===== src/logic/fepc_pkg.sv =====
// Purpose: constants and carrier types for the flash ECC program controller
// Assumes: device registers sit at fixed addresses in the device's bus space
// Notes: all addresses and command codes are shared by the controller and the bench flash model
package fepc_pkg;
    // own register map, byte addresses on the software port
    localparam logic [7:0] REG_CTRL = 8'h00;
    localparam logic [7:0] REG_ADDR = 8'h04;
    localparam logic [7:0] REG_DATA = 8'h08;
    localparam logic [7:0] REG_STAT = 8'h0c;
    localparam logic [7:0] REG_TRIM = 8'h10;
    localparam logic [7:0] REG_SLOW = 8'h14;
    // control bits (write 1 to start)
    localparam int CTRL_PROG = 0;
    localparam int CTRL_TRIM = 1;
    localparam int CTRL_CLR_EER = 2;
    localparam int CTRL_SLOW = 3;
    // own status bits
    localparam int STAT_BUSY = 0;
    localparam int STAT_DONE = 1;
    localparam int STAT_HANG = 2;
    localparam int STAT_ECC = 3;
    localparam int STAT_VERIFY = 4;
    localparam int STAT_SLOW_BAD = 5;
    // device register addresses
    localparam logic [31:0] DEV_ACCESS_SIZE = 32'h4000_0000;
    localparam logic [31:0] DEV_READ_WAIT = 32'h4000_0004;
    localparam logic [31:0] DEV_STATUS = 32'h4000_0008;
    localparam logic [31:0] DEV_SLOW_DOWN = 32'h4000_000c;
    localparam logic [31:0] DEV_TRIM_MIRROR = 32'h4000_0100;
    // access size codes, also used as bus size codes
    localparam logic [1:0] ASZ_PROG = 2'h1;
    localparam logic [1:0] ASZ_ROM = 2'h2;
    localparam logic [1:0] ASZ_RESET = 2'h2;
    localparam logic [1:0] SIZE_HALF = 2'h1;
    localparam logic [1:0] SIZE_WORD = 2'h2;
    // device flag positions
    localparam int FLAG_DONE_POLARITY = 7;
    localparam int DSTAT_READY = 0;
    localparam int DSTAT_HANG = 1;
    localparam int DSTAT_EER = 2;
    localparam int TRIM_W = 10;
    localparam logic [31:0] RESET_CMD = 32'h0000_00f0;
    localparam logic [31:0] WORD_HI_OFS = 32'h0000_0002;
    localparam logic [31:0] EER_CLEAR_WORD = 32'h0000_0003;

    typedef struct packed {
        logic req;
        logic we;
        logic [1:0] size;
        logic [31:0] addr;
        logic [31:0] wdata;
    } fepc_dev_req_type;

    typedef struct packed {
        logic ack;
        logic [31:0] rdata;
    } fepc_dev_rsp_type;
endpackage


===== src/logic/fepc_ctrl.sv =====
// Purpose: host-side sequencer that programs ECC-protected words into the flash
// Assumes: device answers each request with a one-cycle ack; rdata valid with ack
// Notes: one request in flight; erase and command unlock cycles are out of scope
// Functional notes
// - after each half-word write read flags once, discard, then poll until done
// - program only whole aligned words as two half writes, lower half first
// - afterwards return to word read, dummy read, verify; correction flag means reprogram
// - no reset may strike while program or erase runs
// - in programming mode no flash fetches and no flash-vectored interrupts
// - in programming mode no sub-clock or low-power mode
// - in word read mode never write the flash array
// - in programming mode write flash only as half words
// - after any algorithm command one dummy read precedes wanted reads
// - before low power confirm the programming algorithm has finished
// - access size changed from outside flash, followed by a dummy register read
// - hang flag set after timing limit; host then issues reset command
//
// The placing of the registers and the strobed register port are this design's own decisions.
`timescale 1ns/1ns
module fepc_ctrl #(
    parameter int POLL_LIMIT = 4096
) (
    input wire logic sys_clk_i,
    input wire logic sys_rst_i,
    input wire logic [7:0] sw_addr_i,
    input wire logic [31:0] sw_wdata_i,
    input wire logic sw_wr_i,
    input wire logic sw_rd_i,
    output logic [31:0] sw_rdata_o,
    output fepc_pkg::fepc_dev_req_type dev_req_o,
    input wire fepc_pkg::fepc_dev_rsp_type dev_rsp_i,
    output logic prog_mode_o,
    output logic busy_o
);
    typedef enum logic [4:0] {
        ST_IDLE, ST_ASZ_P_WR, ST_ASZ_P_RD, ST_LO_WR, ST_LO_DUMMY, ST_LO_POLL, ST_LO_STS,
        ST_HI_WR, ST_HI_DUMMY, ST_HI_POLL, ST_HI_STS, ST_HANG_CMD, ST_ASZ_R_WR,
        ST_ASZ_R_RD, ST_RD_DUMMY, ST_VERIFY, ST_EER_RD, ST_TRIM_RD, ST_SLOW_WR,
        ST_SLOW_RD, ST_EER_CLR
    } fepc_state_type;

    fepc_state_type state_r, state_nxt;
    fepc_pkg::fepc_dev_req_type req_r, req_nxt;
    logic pend_r, pend_nxt;
    logic [31:0] word_addr_r, word_addr_nxt;
    logic [31:0] write_word_r, write_word_nxt;
    logic [1:0] mode_r, mode_nxt;
    logic [2:0] extra_wait_sel_r, extra_wait_sel_nxt;
    logic [fepc_pkg::TRIM_W-1:0] trim_value_r, trim_value_nxt;
    logic [5:0] stat_r, stat_nxt;
    logic [15:0] poll_cnt_r, poll_cnt_nxt;
    logic lo_ok_r, lo_ok_nxt;
    logic [31:0] sw_rdata_r, sw_rdata_nxt;
    logic ack;
    logic [31:0] rd;

    assign ack = pend_r && dev_rsp_i.ack;
    assign rd = dev_rsp_i.rdata;

    // legal slow-down codes are zero and the odd ones
    function automatic logic slow_legal(input logic [2:0] code);
        slow_legal = (code == 3'h0) || code[0];
    endfunction

    // access issued in each state
    always_comb begin
        req_nxt = req_r;
        req_nxt.req = 1'b0;
        req_nxt.we = 1'b0;
        req_nxt.size = fepc_pkg::SIZE_WORD;
        req_nxt.wdata = 32'h0000_0000;
        unique case (state_nxt)
            ST_ASZ_P_WR: begin
                req_nxt.we = 1'b1;
                req_nxt.addr = fepc_pkg::DEV_ACCESS_SIZE;
                req_nxt.wdata = {30'h0000_0000, fepc_pkg::ASZ_PROG};
            end
            ST_ASZ_R_WR: begin
                req_nxt.we = 1'b1;
                req_nxt.addr = fepc_pkg::DEV_ACCESS_SIZE;
                req_nxt.wdata = {30'h0000_0000, fepc_pkg::ASZ_ROM};
            end
            ST_ASZ_P_RD, ST_ASZ_R_RD: req_nxt.addr = fepc_pkg::DEV_ACCESS_SIZE;
            ST_LO_WR: begin
                req_nxt.we = 1'b1;
                req_nxt.size = fepc_pkg::SIZE_HALF;
                req_nxt.addr = word_addr_r;
                req_nxt.wdata = {16'h0000, write_word_r[15:0]};
            end
            ST_HI_WR: begin
                req_nxt.we = 1'b1;
                req_nxt.size = fepc_pkg::SIZE_HALF;
                req_nxt.addr = word_addr_r + fepc_pkg::WORD_HI_OFS;
                req_nxt.wdata = {16'h0000, write_word_r[31:16]};
            end
            ST_LO_DUMMY, ST_LO_POLL, ST_HI_DUMMY, ST_HI_POLL: begin
                req_nxt.size = fepc_pkg::SIZE_HALF;
                req_nxt.addr = word_addr_r;
            end
            ST_RD_DUMMY, ST_VERIFY: req_nxt.addr = word_addr_r;
            ST_LO_STS, ST_HI_STS, ST_EER_RD: req_nxt.addr = fepc_pkg::DEV_STATUS;
            ST_HANG_CMD: begin
                // reset command goes out half-word sized while the array is in programming mode
                req_nxt.we = 1'b1;
                req_nxt.size = (mode_r == fepc_pkg::ASZ_PROG) ? fepc_pkg::SIZE_HALF : fepc_pkg::SIZE_WORD;
                req_nxt.addr = word_addr_r;
                req_nxt.wdata = fepc_pkg::RESET_CMD;
            end
            ST_TRIM_RD: req_nxt.addr = fepc_pkg::DEV_TRIM_MIRROR;
            ST_SLOW_WR: begin
                req_nxt.we = 1'b1;
                req_nxt.addr = fepc_pkg::DEV_SLOW_DOWN;
                req_nxt.wdata = {29'h0000_0000, extra_wait_sel_r};
            end
            ST_SLOW_RD: req_nxt.addr = fepc_pkg::DEV_SLOW_DOWN;
            ST_EER_CLR: begin
                // zero in the correction bit clears it, ones elsewhere touch nothing writable
                req_nxt.we = 1'b1;
                req_nxt.addr = fepc_pkg::DEV_STATUS;
                req_nxt.wdata = fepc_pkg::EER_CLEAR_WORD;
            end
            ST_IDLE: req_nxt.addr = req_r.addr;
        endcase
        // request stays up until the device acks; a pulse would be lost on a slow device
        if (state_nxt != ST_IDLE) begin
            req_nxt.req = 1'b1;
        end
    end

    // sequencer
    always_comb begin
        state_nxt = state_r;
        pend_nxt = pend_r;
        word_addr_nxt = word_addr_r;
        write_word_nxt = write_word_r;
        mode_nxt = mode_r;
        extra_wait_sel_nxt = extra_wait_sel_r;
        trim_value_nxt = trim_value_r;
        stat_nxt = stat_r;
        poll_cnt_nxt = poll_cnt_r;
        lo_ok_nxt = lo_ok_r;
        if (sw_wr_i && state_r == ST_IDLE) begin
            unique case (sw_addr_i)
                fepc_pkg::REG_ADDR: word_addr_nxt = {sw_wdata_i[31:2], 2'h0};
                fepc_pkg::REG_DATA: write_word_nxt = sw_wdata_i;
                fepc_pkg::REG_SLOW: extra_wait_sel_nxt = sw_wdata_i[2:0];
                fepc_pkg::REG_CTRL: begin
                    if (sw_wdata_i[fepc_pkg::CTRL_PROG]) begin
                        stat_nxt = 6'h01;
                        lo_ok_nxt = 1'b0;
                        state_nxt = ST_ASZ_P_WR;
                    end else if (sw_wdata_i[fepc_pkg::CTRL_TRIM]) begin
                        stat_nxt = 6'h01;
                        state_nxt = ST_TRIM_RD;
                    end else if (sw_wdata_i[fepc_pkg::CTRL_CLR_EER]) begin
                        stat_nxt = 6'h01;
                        state_nxt = ST_EER_CLR;
                    end else if (sw_wdata_i[fepc_pkg::CTRL_SLOW]) begin
                        // prohibited codes never reach the device
                        if (slow_legal(extra_wait_sel_r)) begin
                            stat_nxt = 6'h01;
                            state_nxt = ST_SLOW_WR;
                        end else begin
                            stat_nxt[fepc_pkg::STAT_SLOW_BAD] = 1'b1;
                        end
                    end
                end
                default: ;
            endcase
        end
        if (state_nxt != state_r) begin
            pend_nxt = 1'b1;
        end
        if (ack) begin
            pend_nxt = 1'b1;
            unique case (state_r)
                ST_ASZ_P_WR: begin
                    mode_nxt = fepc_pkg::ASZ_PROG;
                    state_nxt = ST_ASZ_P_RD;
                end
                ST_ASZ_P_RD: state_nxt = ST_LO_WR;
                ST_LO_WR: state_nxt = ST_LO_DUMMY;
                ST_LO_DUMMY: begin
                    poll_cnt_nxt = 16'h0000;
                    state_nxt = ST_LO_POLL;
                end
                ST_LO_POLL, ST_HI_POLL: begin
                    poll_cnt_nxt = poll_cnt_r + 16'h0001;
                    if (rd[fepc_pkg::FLAG_DONE_POLARITY]) begin
                        lo_ok_nxt = (state_r == ST_LO_POLL);
                        state_nxt = (state_r == ST_LO_POLL) ? ST_HI_WR : ST_ASZ_R_WR;
                    end else begin
                        state_nxt = (state_r == ST_LO_POLL) ? ST_LO_STS : ST_HI_STS;
                    end
                end
                ST_LO_STS, ST_HI_STS: begin
                    if (rd[fepc_pkg::DSTAT_HANG] || poll_cnt_r == 16'(POLL_LIMIT)) begin
                        stat_nxt[fepc_pkg::STAT_HANG] = 1'b1;
                        state_nxt = ST_HANG_CMD;
                    end else begin
                        state_nxt = (state_r == ST_LO_STS) ? ST_LO_POLL : ST_HI_POLL;
                    end
                end
                ST_HI_WR: state_nxt = ST_HI_DUMMY;
                ST_HI_DUMMY: begin
                    poll_cnt_nxt = 16'h0000;
                    state_nxt = ST_HI_POLL;
                end
                ST_HANG_CMD: state_nxt = ST_ASZ_R_WR;
                ST_ASZ_R_WR: begin
                    mode_nxt = fepc_pkg::ASZ_ROM;
                    state_nxt = ST_ASZ_R_RD;
                end
                ST_ASZ_R_RD: state_nxt = stat_r[fepc_pkg::STAT_HANG] ? ST_IDLE : ST_RD_DUMMY;
                ST_RD_DUMMY: state_nxt = ST_VERIFY;
                ST_VERIFY: begin
                    stat_nxt[fepc_pkg::STAT_VERIFY] = (rd != write_word_r);
                    state_nxt = ST_EER_RD;
                end
                ST_EER_RD: begin
                    // a corrected read means software must erase and reprogram
                    stat_nxt[fepc_pkg::STAT_ECC] = rd[fepc_pkg::DSTAT_EER];
                    state_nxt = ST_IDLE;
                end
                ST_TRIM_RD: begin
                    trim_value_nxt = rd[fepc_pkg::TRIM_W-1:0];
                    state_nxt = ST_IDLE;
                end
                ST_SLOW_WR: state_nxt = ST_SLOW_RD;
                default: state_nxt = ST_IDLE;
            endcase
            if (state_nxt == ST_IDLE) begin
                pend_nxt = 1'b0;
                stat_nxt[fepc_pkg::STAT_BUSY] = 1'b0;
                stat_nxt[fepc_pkg::STAT_DONE] = 1'b1;
            end
        end
    end

    always_comb begin
        sw_rdata_nxt = 32'h0000_0000;
        unique case (sw_addr_i)
            fepc_pkg::REG_ADDR: sw_rdata_nxt = word_addr_r;
            fepc_pkg::REG_DATA: sw_rdata_nxt = write_word_r;
            fepc_pkg::REG_STAT: sw_rdata_nxt = {26'h000_0000, stat_r};
            fepc_pkg::REG_TRIM: sw_rdata_nxt = {22'h00_0000, trim_value_r};
            fepc_pkg::REG_SLOW: sw_rdata_nxt = {29'h0000_0000, extra_wait_sel_r};
            default: ;
        endcase
        if (!sw_rd_i) begin
            sw_rdata_nxt = 32'h0000_0000;
        end
    end

    always_ff @(posedge sys_clk_i) begin
        if (sys_rst_i) begin
            state_r <= ST_IDLE;
            req_r <= '0;
            pend_r <= 1'b0;
            word_addr_r <= 32'h0000_0000;
            write_word_r <= 32'h0000_0000;
            mode_r <= fepc_pkg::ASZ_RESET;
            extra_wait_sel_r <= 3'h0;
            trim_value_r <= '0;
            stat_r <= 6'h00;
            poll_cnt_r <= 16'h0000;
            lo_ok_r <= 1'b0;
            sw_rdata_r <= 32'h0000_0000;
        end else begin
            state_r <= state_nxt;
            req_r <= req_nxt;
            pend_r <= pend_nxt;
            word_addr_r <= word_addr_nxt;
            write_word_r <= write_word_nxt;
            mode_r <= mode_nxt;
            extra_wait_sel_r <= extra_wait_sel_nxt;
            trim_value_r <= trim_value_nxt;
            stat_r <= stat_nxt;
            poll_cnt_r <= poll_cnt_nxt;
            lo_ok_r <= lo_ok_nxt;
            sw_rdata_r <= sw_rdata_nxt;
        end
    end

    assign dev_req_o = req_r;
    assign sw_rdata_o = sw_rdata_r;
    // system must hold off sleep, flash fetches and resets while these are high
    assign prog_mode_o = (mode_r == fepc_pkg::ASZ_PROG);
    assign busy_o = (state_r != ST_IDLE);
endmodule


===== config.mk =====
export PLATFORM = sky130hd
export DESIGN_NAME = fepc_ctrl
export DESIGN_NICKNAME = d
export VERILOG_FILES = /design/src/logic/fepc_pkg.sv /design/src/logic/fepc_ctrl.sv
export SDC_FILE = /design/constraint.sdc
export NUM_CORES = 1
export LEC_CHECK = 0
export ABC_AREA = 1
export BUFFER_PORTS_ARGS = -buffer_cell sky130_fd_sc_hd__buf_2
export CORE_AREA = 2 2 147 149
export CTS_CLUSTER_DIAMETER = 150
export CTS_CLUSTER_SIZE = 8
export DETAILED_ROUTE_END_ITERATION = 16
export DIE_AREA = 0 0 149 151
export PLACE_DENSITY = 0.71
export SYNTH_ARGS = -nofsm -noshare
export SYNTH_HDL_FRONTEND = slang
export SYNTH_SLANG_ARGS = --single-unit

===== constraint.sdc =====
create_clock -name sys_clk_i -period 2.5 [get_ports sys_clk_i]
set_input_delay 0.375 -clock sys_clk_i [delete_from_list [all_inputs] [get_ports sys_clk_i]]
set_output_delay 0.375 -clock sys_clk_i [all_outputs]
set_load 0.1 [all_outputs]

==> metrics.cfg, run 1 <==
[yosys]
synth_ff_type=dfxtp_1
synth_area_leader_cell=dfxtp_1
syn_area_sq_um=8223
synthArstFlopShare_pct=0
synth_seq_cells=188
ys_top_cells_by_area=dfxtp_1 (46%), nand2_1 (9.8%), nor2_1 (7.3%)
ys_seq_area_share_pct=45.77
yosysWarnings=0
synth_cell_type_count=48
synth_edf_count=0
synth_top_area_share_pct=45.77
syn_avg_cell_area_sq_um=7.408
synthCells=1110

[sta]
slew_violations=0
max_freq_mhz=431.8
fin_crit_sh_pct=92.63
slew_headroom_pct=52.13
fin_ws_ns=0.1842
post-route-min-period_ns=2.316
finClkSkew_ns=0.01832
finalHoldViolations=0
finalSetupViolCount=0
worst_pin_slew_ns=0.7170

[clock_tree]
htreeDepth=4
cts_hold_buf=0
cts_tree=done
clk_pin_slew_ns=0.08
cts_sinks=188
cts_buffer_depth=2
cts_buffers=17
root_buffer=clkbuf_16
clk_latency_ns=0.44

[pwr]
power_frac_comb_pct=6.0
p_sw_uw=1526
p_sw_share_pct=25.22
p_leak_uw=0.004417
intPower_uw=4524
peakVddDrop_mv=0.3323
power_density_nw_per_um2=606.6
power_uw=6050
pwr-share-clk_pct=44.4
seqPwrFrac_pct=49.6

[layout]
layout.cells.non_filler=1562
layout-drive-gt1-share_pct=22.10
nNetsFinal=1351
area_growth_pct=21.29
final_core_util_pct=47.90
seqCellArea_sq_um=3770
multi_input_area_sq_um=3817
nFillCells=2076
design_area_sq_um=9973

[grt]
grt_remaining_overflow=0
antenna_found_initial=2
grt_pass1_vias=7440
grt_max_degree=66
grt_usage_pct=22.13
grt_pass1_wl_mm=38.82

[place]
place_congestion=0.8915
placed_cells=1526
port_buffers=161
place_ws_ns=0.07924
dpl_cell_area_sq_um=9319
dp_hpwl_mm=18.57

[die]
row_count=53
die_area_sq_um=22500
coreArea_sq_um=20820
initial_utilization_pct=39.49
io_pins=179
die_x_microns=149
chipHeight_microns=151

[hold_path]
hold_path_depth=3
min-delay-start=sw_wdata_i[11]
hold_class=in -> reg
hold_end=write_word_r[11]

[drt]
vias_per_cell=5.135
ant_nets=0
wl_per_cell_microns=16.15
drt_first_pass_iters=5
wl_mm=25.22
vias=8021
initialDrtViolationCount=606
route.detailed.drc=0

[critical_path]
critPathArrivalTime_ns=2.68
rrSetupSlack_ns=0.18
worstSetupEndpointType=flip-flop
worstSetupPathType=reg -> reg
rr_startpoint=state_r[2]
crit_required_ns=2.86
crit_path_start_kind=flip-flop
cp_max_fo=10
reg2reg_to=dev_req_o[0]
rr_worst_depth=16

[outcome]
status=completed

[flow_run]
drv_cap=0

-- power by group through the flow --
stage / Clock (uW) / Sequential (uW) / Combinational, uW
final: 2690 / 3000 / 361
after global routing: 2850 / 3000 / 382
after CTS: 2720 / 3000 / 356
after detailed placement: 0 / 3070 / 354
after global placement: 0 / 3070 / 355
after floorplan: 0 / 3080 / 236
-- kinds of logic (layout without fill, tap and decap cells) --
| group | count (synthesis) | in the layout | synth area share, % |
|---|---|---|---|
| AO/OA/AOI/OAI | 239 | 239 | 15.76 |
| buffers and inverters | 166 | 325 | 8.947 |
| flip-flops | 188 | 188 | 45.77 |
| adder cells (fa/ha/maj) | 2 | 2 | 0.3043 |
| other | 1 | 19 | 0.04560 |
| AND/OR/NAND/NOR | 488 | 488 | 26.40 |
| XOR/XNOR | 26 | 26 | 2.769 |
-- how the worst max path moves through the flow --
stage | startpoint | end | slack, ns | depth (start not counted)
CTS | state_r[2] | dev_req_o[53] | 0.10 | 14
floorplan | mode_r[0] | dev_req_o[64] | 0.38 | 5
global placement | state_r[4] | dev_req_o[41] | 0.14 | 14
detailed placement | sw_addr_i[6] | dev_req_o[53] | 0.08 | 15
finish | state_r[2] | dev_req_o[0] | 0.18 | 16
global route | state_r[3] | dev_req_o[0] | -0.0008 | 14
-- worst max-delay path: stages (launching register included) --
cell and delay, ns:
dfxtp_2 0.35, inv_2 0.12, nand2_2 0.08, nor2_4 0.13, nand3_4 0.13, nor2_4 0.23
nand2_1 0.12, nand3_1 0.10, nand2_2 0.12, nor2_4 0.19, buf_4 0.16, nand3_4 0.13
inv_4 0.15, nand2_1 0.06, nand2_1 0.06, nor3_1 0.04, nor2_1 0.08
-- state kept, by name, summed over array words and instances, names as in the netlist, 5 cells and up --
signal,cells
stat_r,6
sw_rdata_o,32
word_addr_r,30
write_word_r,32
dev_req_o,51
trim_value_r,10
poll_cnt_r,16
state_r,5
-- cells in the mapped netlist, types with 9 or more instances --
library cell  instances
nand4_1              16
xnor2_1              22
nand2_1             214
o21ai_0             101
clkbuf_1             37
dfxtp_1             188
buf_4                19
a22oi_1               9
nor2_1              159
inv_2                14
inv_1                87
a21oi_1              99
nand3_1              43
-- layout by cell type, fill, tap and decap left out, drive strengths merged, types with 2 or more instances in the layout --
cell type	count
xnor2	22
clkbuf	18
nand3	51
clkinv	8
ha	2
diode	2
o21ai	104
nor3	8
a211oi	4
or2	4
nor4	6
conb	17
a31oi	3
a221oi	6
nand3b	2
nand4	16
nor2	174
o22ai	6
xor2	4
o211ai	3
dfxtp	188
nand2	224
buf	189
inv	108
nor3b	2
a21oi	99
a22oi	9
-- per-layer routing --
layer / track usage (%) / part of all wire, % / vias to the layer above
met3: 3.343 / 7.2 / 51
met5: 0 / 0 / -
li1: - / - / 3913
met4: 8.762 / 2.8 / 0
met2: 35.46 / 45 / 365
met1: 30.08 / 45 / 3692
-- metrics by stage --
stage	setup TNS, ns	hold WS [ns]
3_3_place_gp	0	0.4350
4_1_cts	0	0.1684
3_5_place_dp	0	0.4439
2_1_floorplan	0	0.4235
5_1_grt	-0.0008198	0.1693
6_report	0	0.1746
-- cell type report --
class	instances	area share [%]
inverters	104	4.015
clock buffers	18	4.403
multi-input cells	772	38.28
well taps	275	3.450
clock inverters	14	1.531
diodes	2	0.05018
flip-flops and latches	188	37.80
repair buffers	189	10.48
-- repair_timing --
action,in CTS,in global routing
setup endpoints to repair,0,41
setup buffers,0,2
endpoints found under the hold margin,0,0
gates resized for setup,0,14
(Power assumes the default switching activity.)
==> run 2: changes to the inputs <==
PLACE_DENSITY = not set   (was 0.71)
==> run 2 against run 1 <==
Via count down 1.2%. Combinational power about the same. Clock power down 2%. Flip-flop and latch count unchanged. Setup slack better by 0.019 ns. First-iteration DRC count down 11%. Highest routed layer is now met5. Clock skew down 0.0046 ns. Sequential power about the same. Register-to-register slack better by 0.02 ns. Maximum frequency up 0.84%. Routed wire length up 5.3%. Largest cell class unchanged. Count of clock-buffer cells in the layout down 1.
==> metrics.cfg, run 2 (same netlist as run 1, synthesis figures left out) <==
[grt]
grt_pass1_wl_mm=40.59  ; was 38.82 mm
antenna_found_initial=1  ; was 2
grt_pass1_vias=7391  ; was 7440
grt_usage_pct=23.52  ; was 22.13%
grt_max_degree=53  ; was 66
grt_remaining_overflow=0  ; unchanged

[layout]
final_common_cell=nand2_1  ; unchanged
final_cell_mix=nand2_1 (213), dfxtp_1 (183), buf_2 (161), nor2_1 (159), o21ai_0 (101)  ; was nand2_1 (214), dfxtp_1 (183), buf_2 (161), nor2_1 (159), o21ai_0 (100)
largest_reg_flops=51  ; unchanged
area_growth_pct=21.79  ; was 21.29%
nNetsFinal=1358  ; was 1351
layout-drive-gt1-share_pct=22.60  ; was 22.10%
final_core_util_pct=48.10  ; was 47.90%
nFillCells=2150  ; was 2076
n_antenna_cell=0  ; was 2
design_area_sq_um=10010  ; was 9973 sq um

[sta]
post-route-min-period_ns=2.297  ; was 2.316 ns
worst_pin_slew_ns=0.7796  ; was 0.7170 ns
slew_headroom_pct=47.95  ; was 52.13%
finalSetupViolCount=0  ; unchanged
fin_crit_sh_pct=91.86  ; was 92.63%
max_freq_mhz=435.4  ; was 431.8 MHz
finClkSkew_ns=0.01369  ; was 0.01832 ns
slew_violations=0  ; unchanged
finalHoldViolations=0  ; unchanged
rsz0062_at_grt=no
finalSetupTns_ns=0  ; unchanged

[die]
initial_utilization_pct=39.49  ; unchanged
chipHeight_microns=151  ; unchanged
io_pins=179  ; unchanged
die_x_microns=149  ; unchanged
row_count=53  ; unchanged
coreArea_sq_um=20820  ; unchanged
die_area_sq_um=22500  ; unchanged

[clock_tree]
cts_sinks=188  ; unchanged
clk_latency_ns=0.44  ; about the same
clk_pin_slew_ns=0.08  ; about the same
htreeDepth=4  ; unchanged
cts_buffers=17  ; unchanged
cts_hold_buf=0  ; unchanged
cts_buffer_depth=2  ; unchanged
root_buffer=clkbuf_16  ; unchanged
cts_tree=done  ; unchanged

[pwr]
power_uw=5995  ; was 6050 uW
p_sw_share_pct=26.48  ; was 25.22%
seqPwrFrac_pct=50.0  ; was 49.6%
power_density_nw_per_um2=598.6  ; was 606.6 nW/um^2
power_frac_comb_pct=6.1  ; was 6.0%
p_leak_uw=0.004440  ; was 0.004417 uW
peakVddDrop_mv=0.3807  ; was 0.3323 mV
pwr-share-clk_pct=43.9  ; was 44.4%
p_sw_uw=1587  ; was 1526 uW
intPower_uw=4408  ; was 4524 uW

[hold_path]
hold_class=in -> reg  ; unchanged
min-delay-start=sw_wdata_i[11]  ; unchanged
hold_end=word_addr_r[11]  ; was write_word_r[11]
hold_path_depth=3  ; unchanged

[critical_path]
crit_required_ns=2.86  ; about the same
worstSetupPathType=reg -> reg  ; unchanged
crit_family=simple AND/OR/NAND/NOR gates  ; unchanged
worstSetupEndpointType=flip-flop  ; unchanged
critPathArrivalTime_ns=2.66  ; was 2.68 ns
cp_common_cell=nand2_1
crit_buf_inv=1  ; was 3
cp_max_fo=19  ; was 10
critPathMaxStageDelay_ns=0.38  ; was 0.35 ns
rr_startpoint=state_r[1]  ; was state_r[2]
crit_path_start_kind=flip-flop  ; unchanged
rrSetupSlack_ns=0.20  ; was 0.18 ns
crit_chain=nor2_4 -> nand3_4 -> nor2_4 -> nand3_1 -> nand2_1 -> nand2_1 -> nand2_4 -> nand2_1 -> nand2_1 -> nand2_1 -> nand3_4 -> buf_12 -> nand2_1 -> a21oi_1  ; was inv_2 -> nand2_2 -> nor2_4 -> nand3_4 -> nor2_4 -> nand2_1 -> nand3_1 -> nand2_2 -> nor2_4 -> buf_4 -> nand3_4 -> inv_4 -> nand2_1 -> nand2_1 -> nor3_1 -> nor2_1
rr_worst_depth=14  ; was 16
reg2reg_to=dev_req_o[50]  ; was dev_req_o[0]
critPathSlowestCell=dfxtp_2  ; unchanged

[place]
dp_hpwl_mm=19.50  ; was 18.57 mm
dpl_cell_area_sq_um=9394  ; was 9319 sq um
place_congestion=0.8879  ; was 0.8915
port_buffers=161  ; unchanged

[drt]
vias_per_cell=5.058  ; was 5.135
wl_mm=26.56  ; was 25.22 mm
initialDrtViolationCount=539  ; was 606
ant_nets=0  ; unchanged
drt_first_pass_iters=5  ; unchanged
route.detailed.drc=0  ; unchanged
vias=7926  ; was 8021
wl_per_cell_microns=16.95  ; was 16.15 microns

[outcome]
status=completed  ; unchanged

[flow_run]
drv_cap=0  ; unchanged

-- run 2: cell types whose count changed in the layout (fill, tap and decap cells not counted), sizes merged --
cell	delta
diode	-2
buf	+7
inv	+3
clkinvlp	+1
clkinv	-2
bufinv	-1
clkbuf	-1
-- run 2: cell type report --
| cell class | count | area (sq um) | share of cell area, % |
|---|---|---|---|
| timing repair buffer | 196 | 1131 | 11.29 |
| multi-input combinational | 772 | 3807 | 38.02 |
| clock inverter | 15 | 141.4 | 1.412 |
| sequential | 188 | 3770 | 37.64 |
| clock buffer | 17 | 425.4 | 4.248 |
| tap | 275 | 344.1 | 3.436 |
| inverter | 104 | 395.4 | 3.948 |
-- run 2: worst register-to-register path: cells and delay by family (launching register included) --
kind                   cells  cell delay, ns
AND/OR/NAND/NOR           12            1.56
flip-flops                 1            0.38
buffers and inverters      1            0.17
AO/OA/AOI/OAI              1            0.12
-- run 2: how the worst max path moves through the flow --
stage | end | slack (ns) | start | cells after the start
final | dev_req_o[50] | 0.20 | state_r[1] | 14
after global routing | dev_req_o[61] | 0.004 | state_r[3] | 16
after CTS | dev_req_o[61] | 0.11 | state_r[4] | 16
after detailed placement | dev_req_o[41] | 0.08 | sw_addr_i[6] | 17
after global placement | dev_req_o[57] | 0.07 | state_r[4] | 16
after floorplan | dev_req_o[64] | 0.38 | mode_r[0] | 5
-- run 2: metal layers --
layer | global-route usage [%] | vias to the layer above | wire [microns]
met5 | 0 | - | 7
met4 | 6.619 | 2 | 475
met3 | 5.542 | 33 | 1895
met2 | 36.80 | 276 | 11880
met1 | 32.49 | 3688 | 12310
li1 | - | 3927 | -
-- run 2: through the flow --
step	hold WS, ns	instances	setup WS, ns
after detailed placement	0.4407	1531	0.07861
after global routing	0.1722	1567	0.004146
after global placement	0.4364	1531	0.06830
final	0.1708	1567	0.2034
after floorplan	0.4235	1126	0.3808
after CTS	0.1564	1563	0.1060
-- run 2: repair_timing --
action / in CTS / in global routing
buffers inserted: 0 / 4
hold endpoints to repair: 0 / 0
setup endpoints to repair: 0 / 37
resized for setup: 0 / 9
-- run 2: power groups by stage --
stage	logic [uW]	registers, uW	clock network, uW
6_report	364	3000	2630
5_1_grt	387	3000	2800
4_1_cts	363	3000	2680
3_5_place_dp	362	3070	0
3_3_place_gp	363	3070	0
2_1_floorplan	236	3080	0
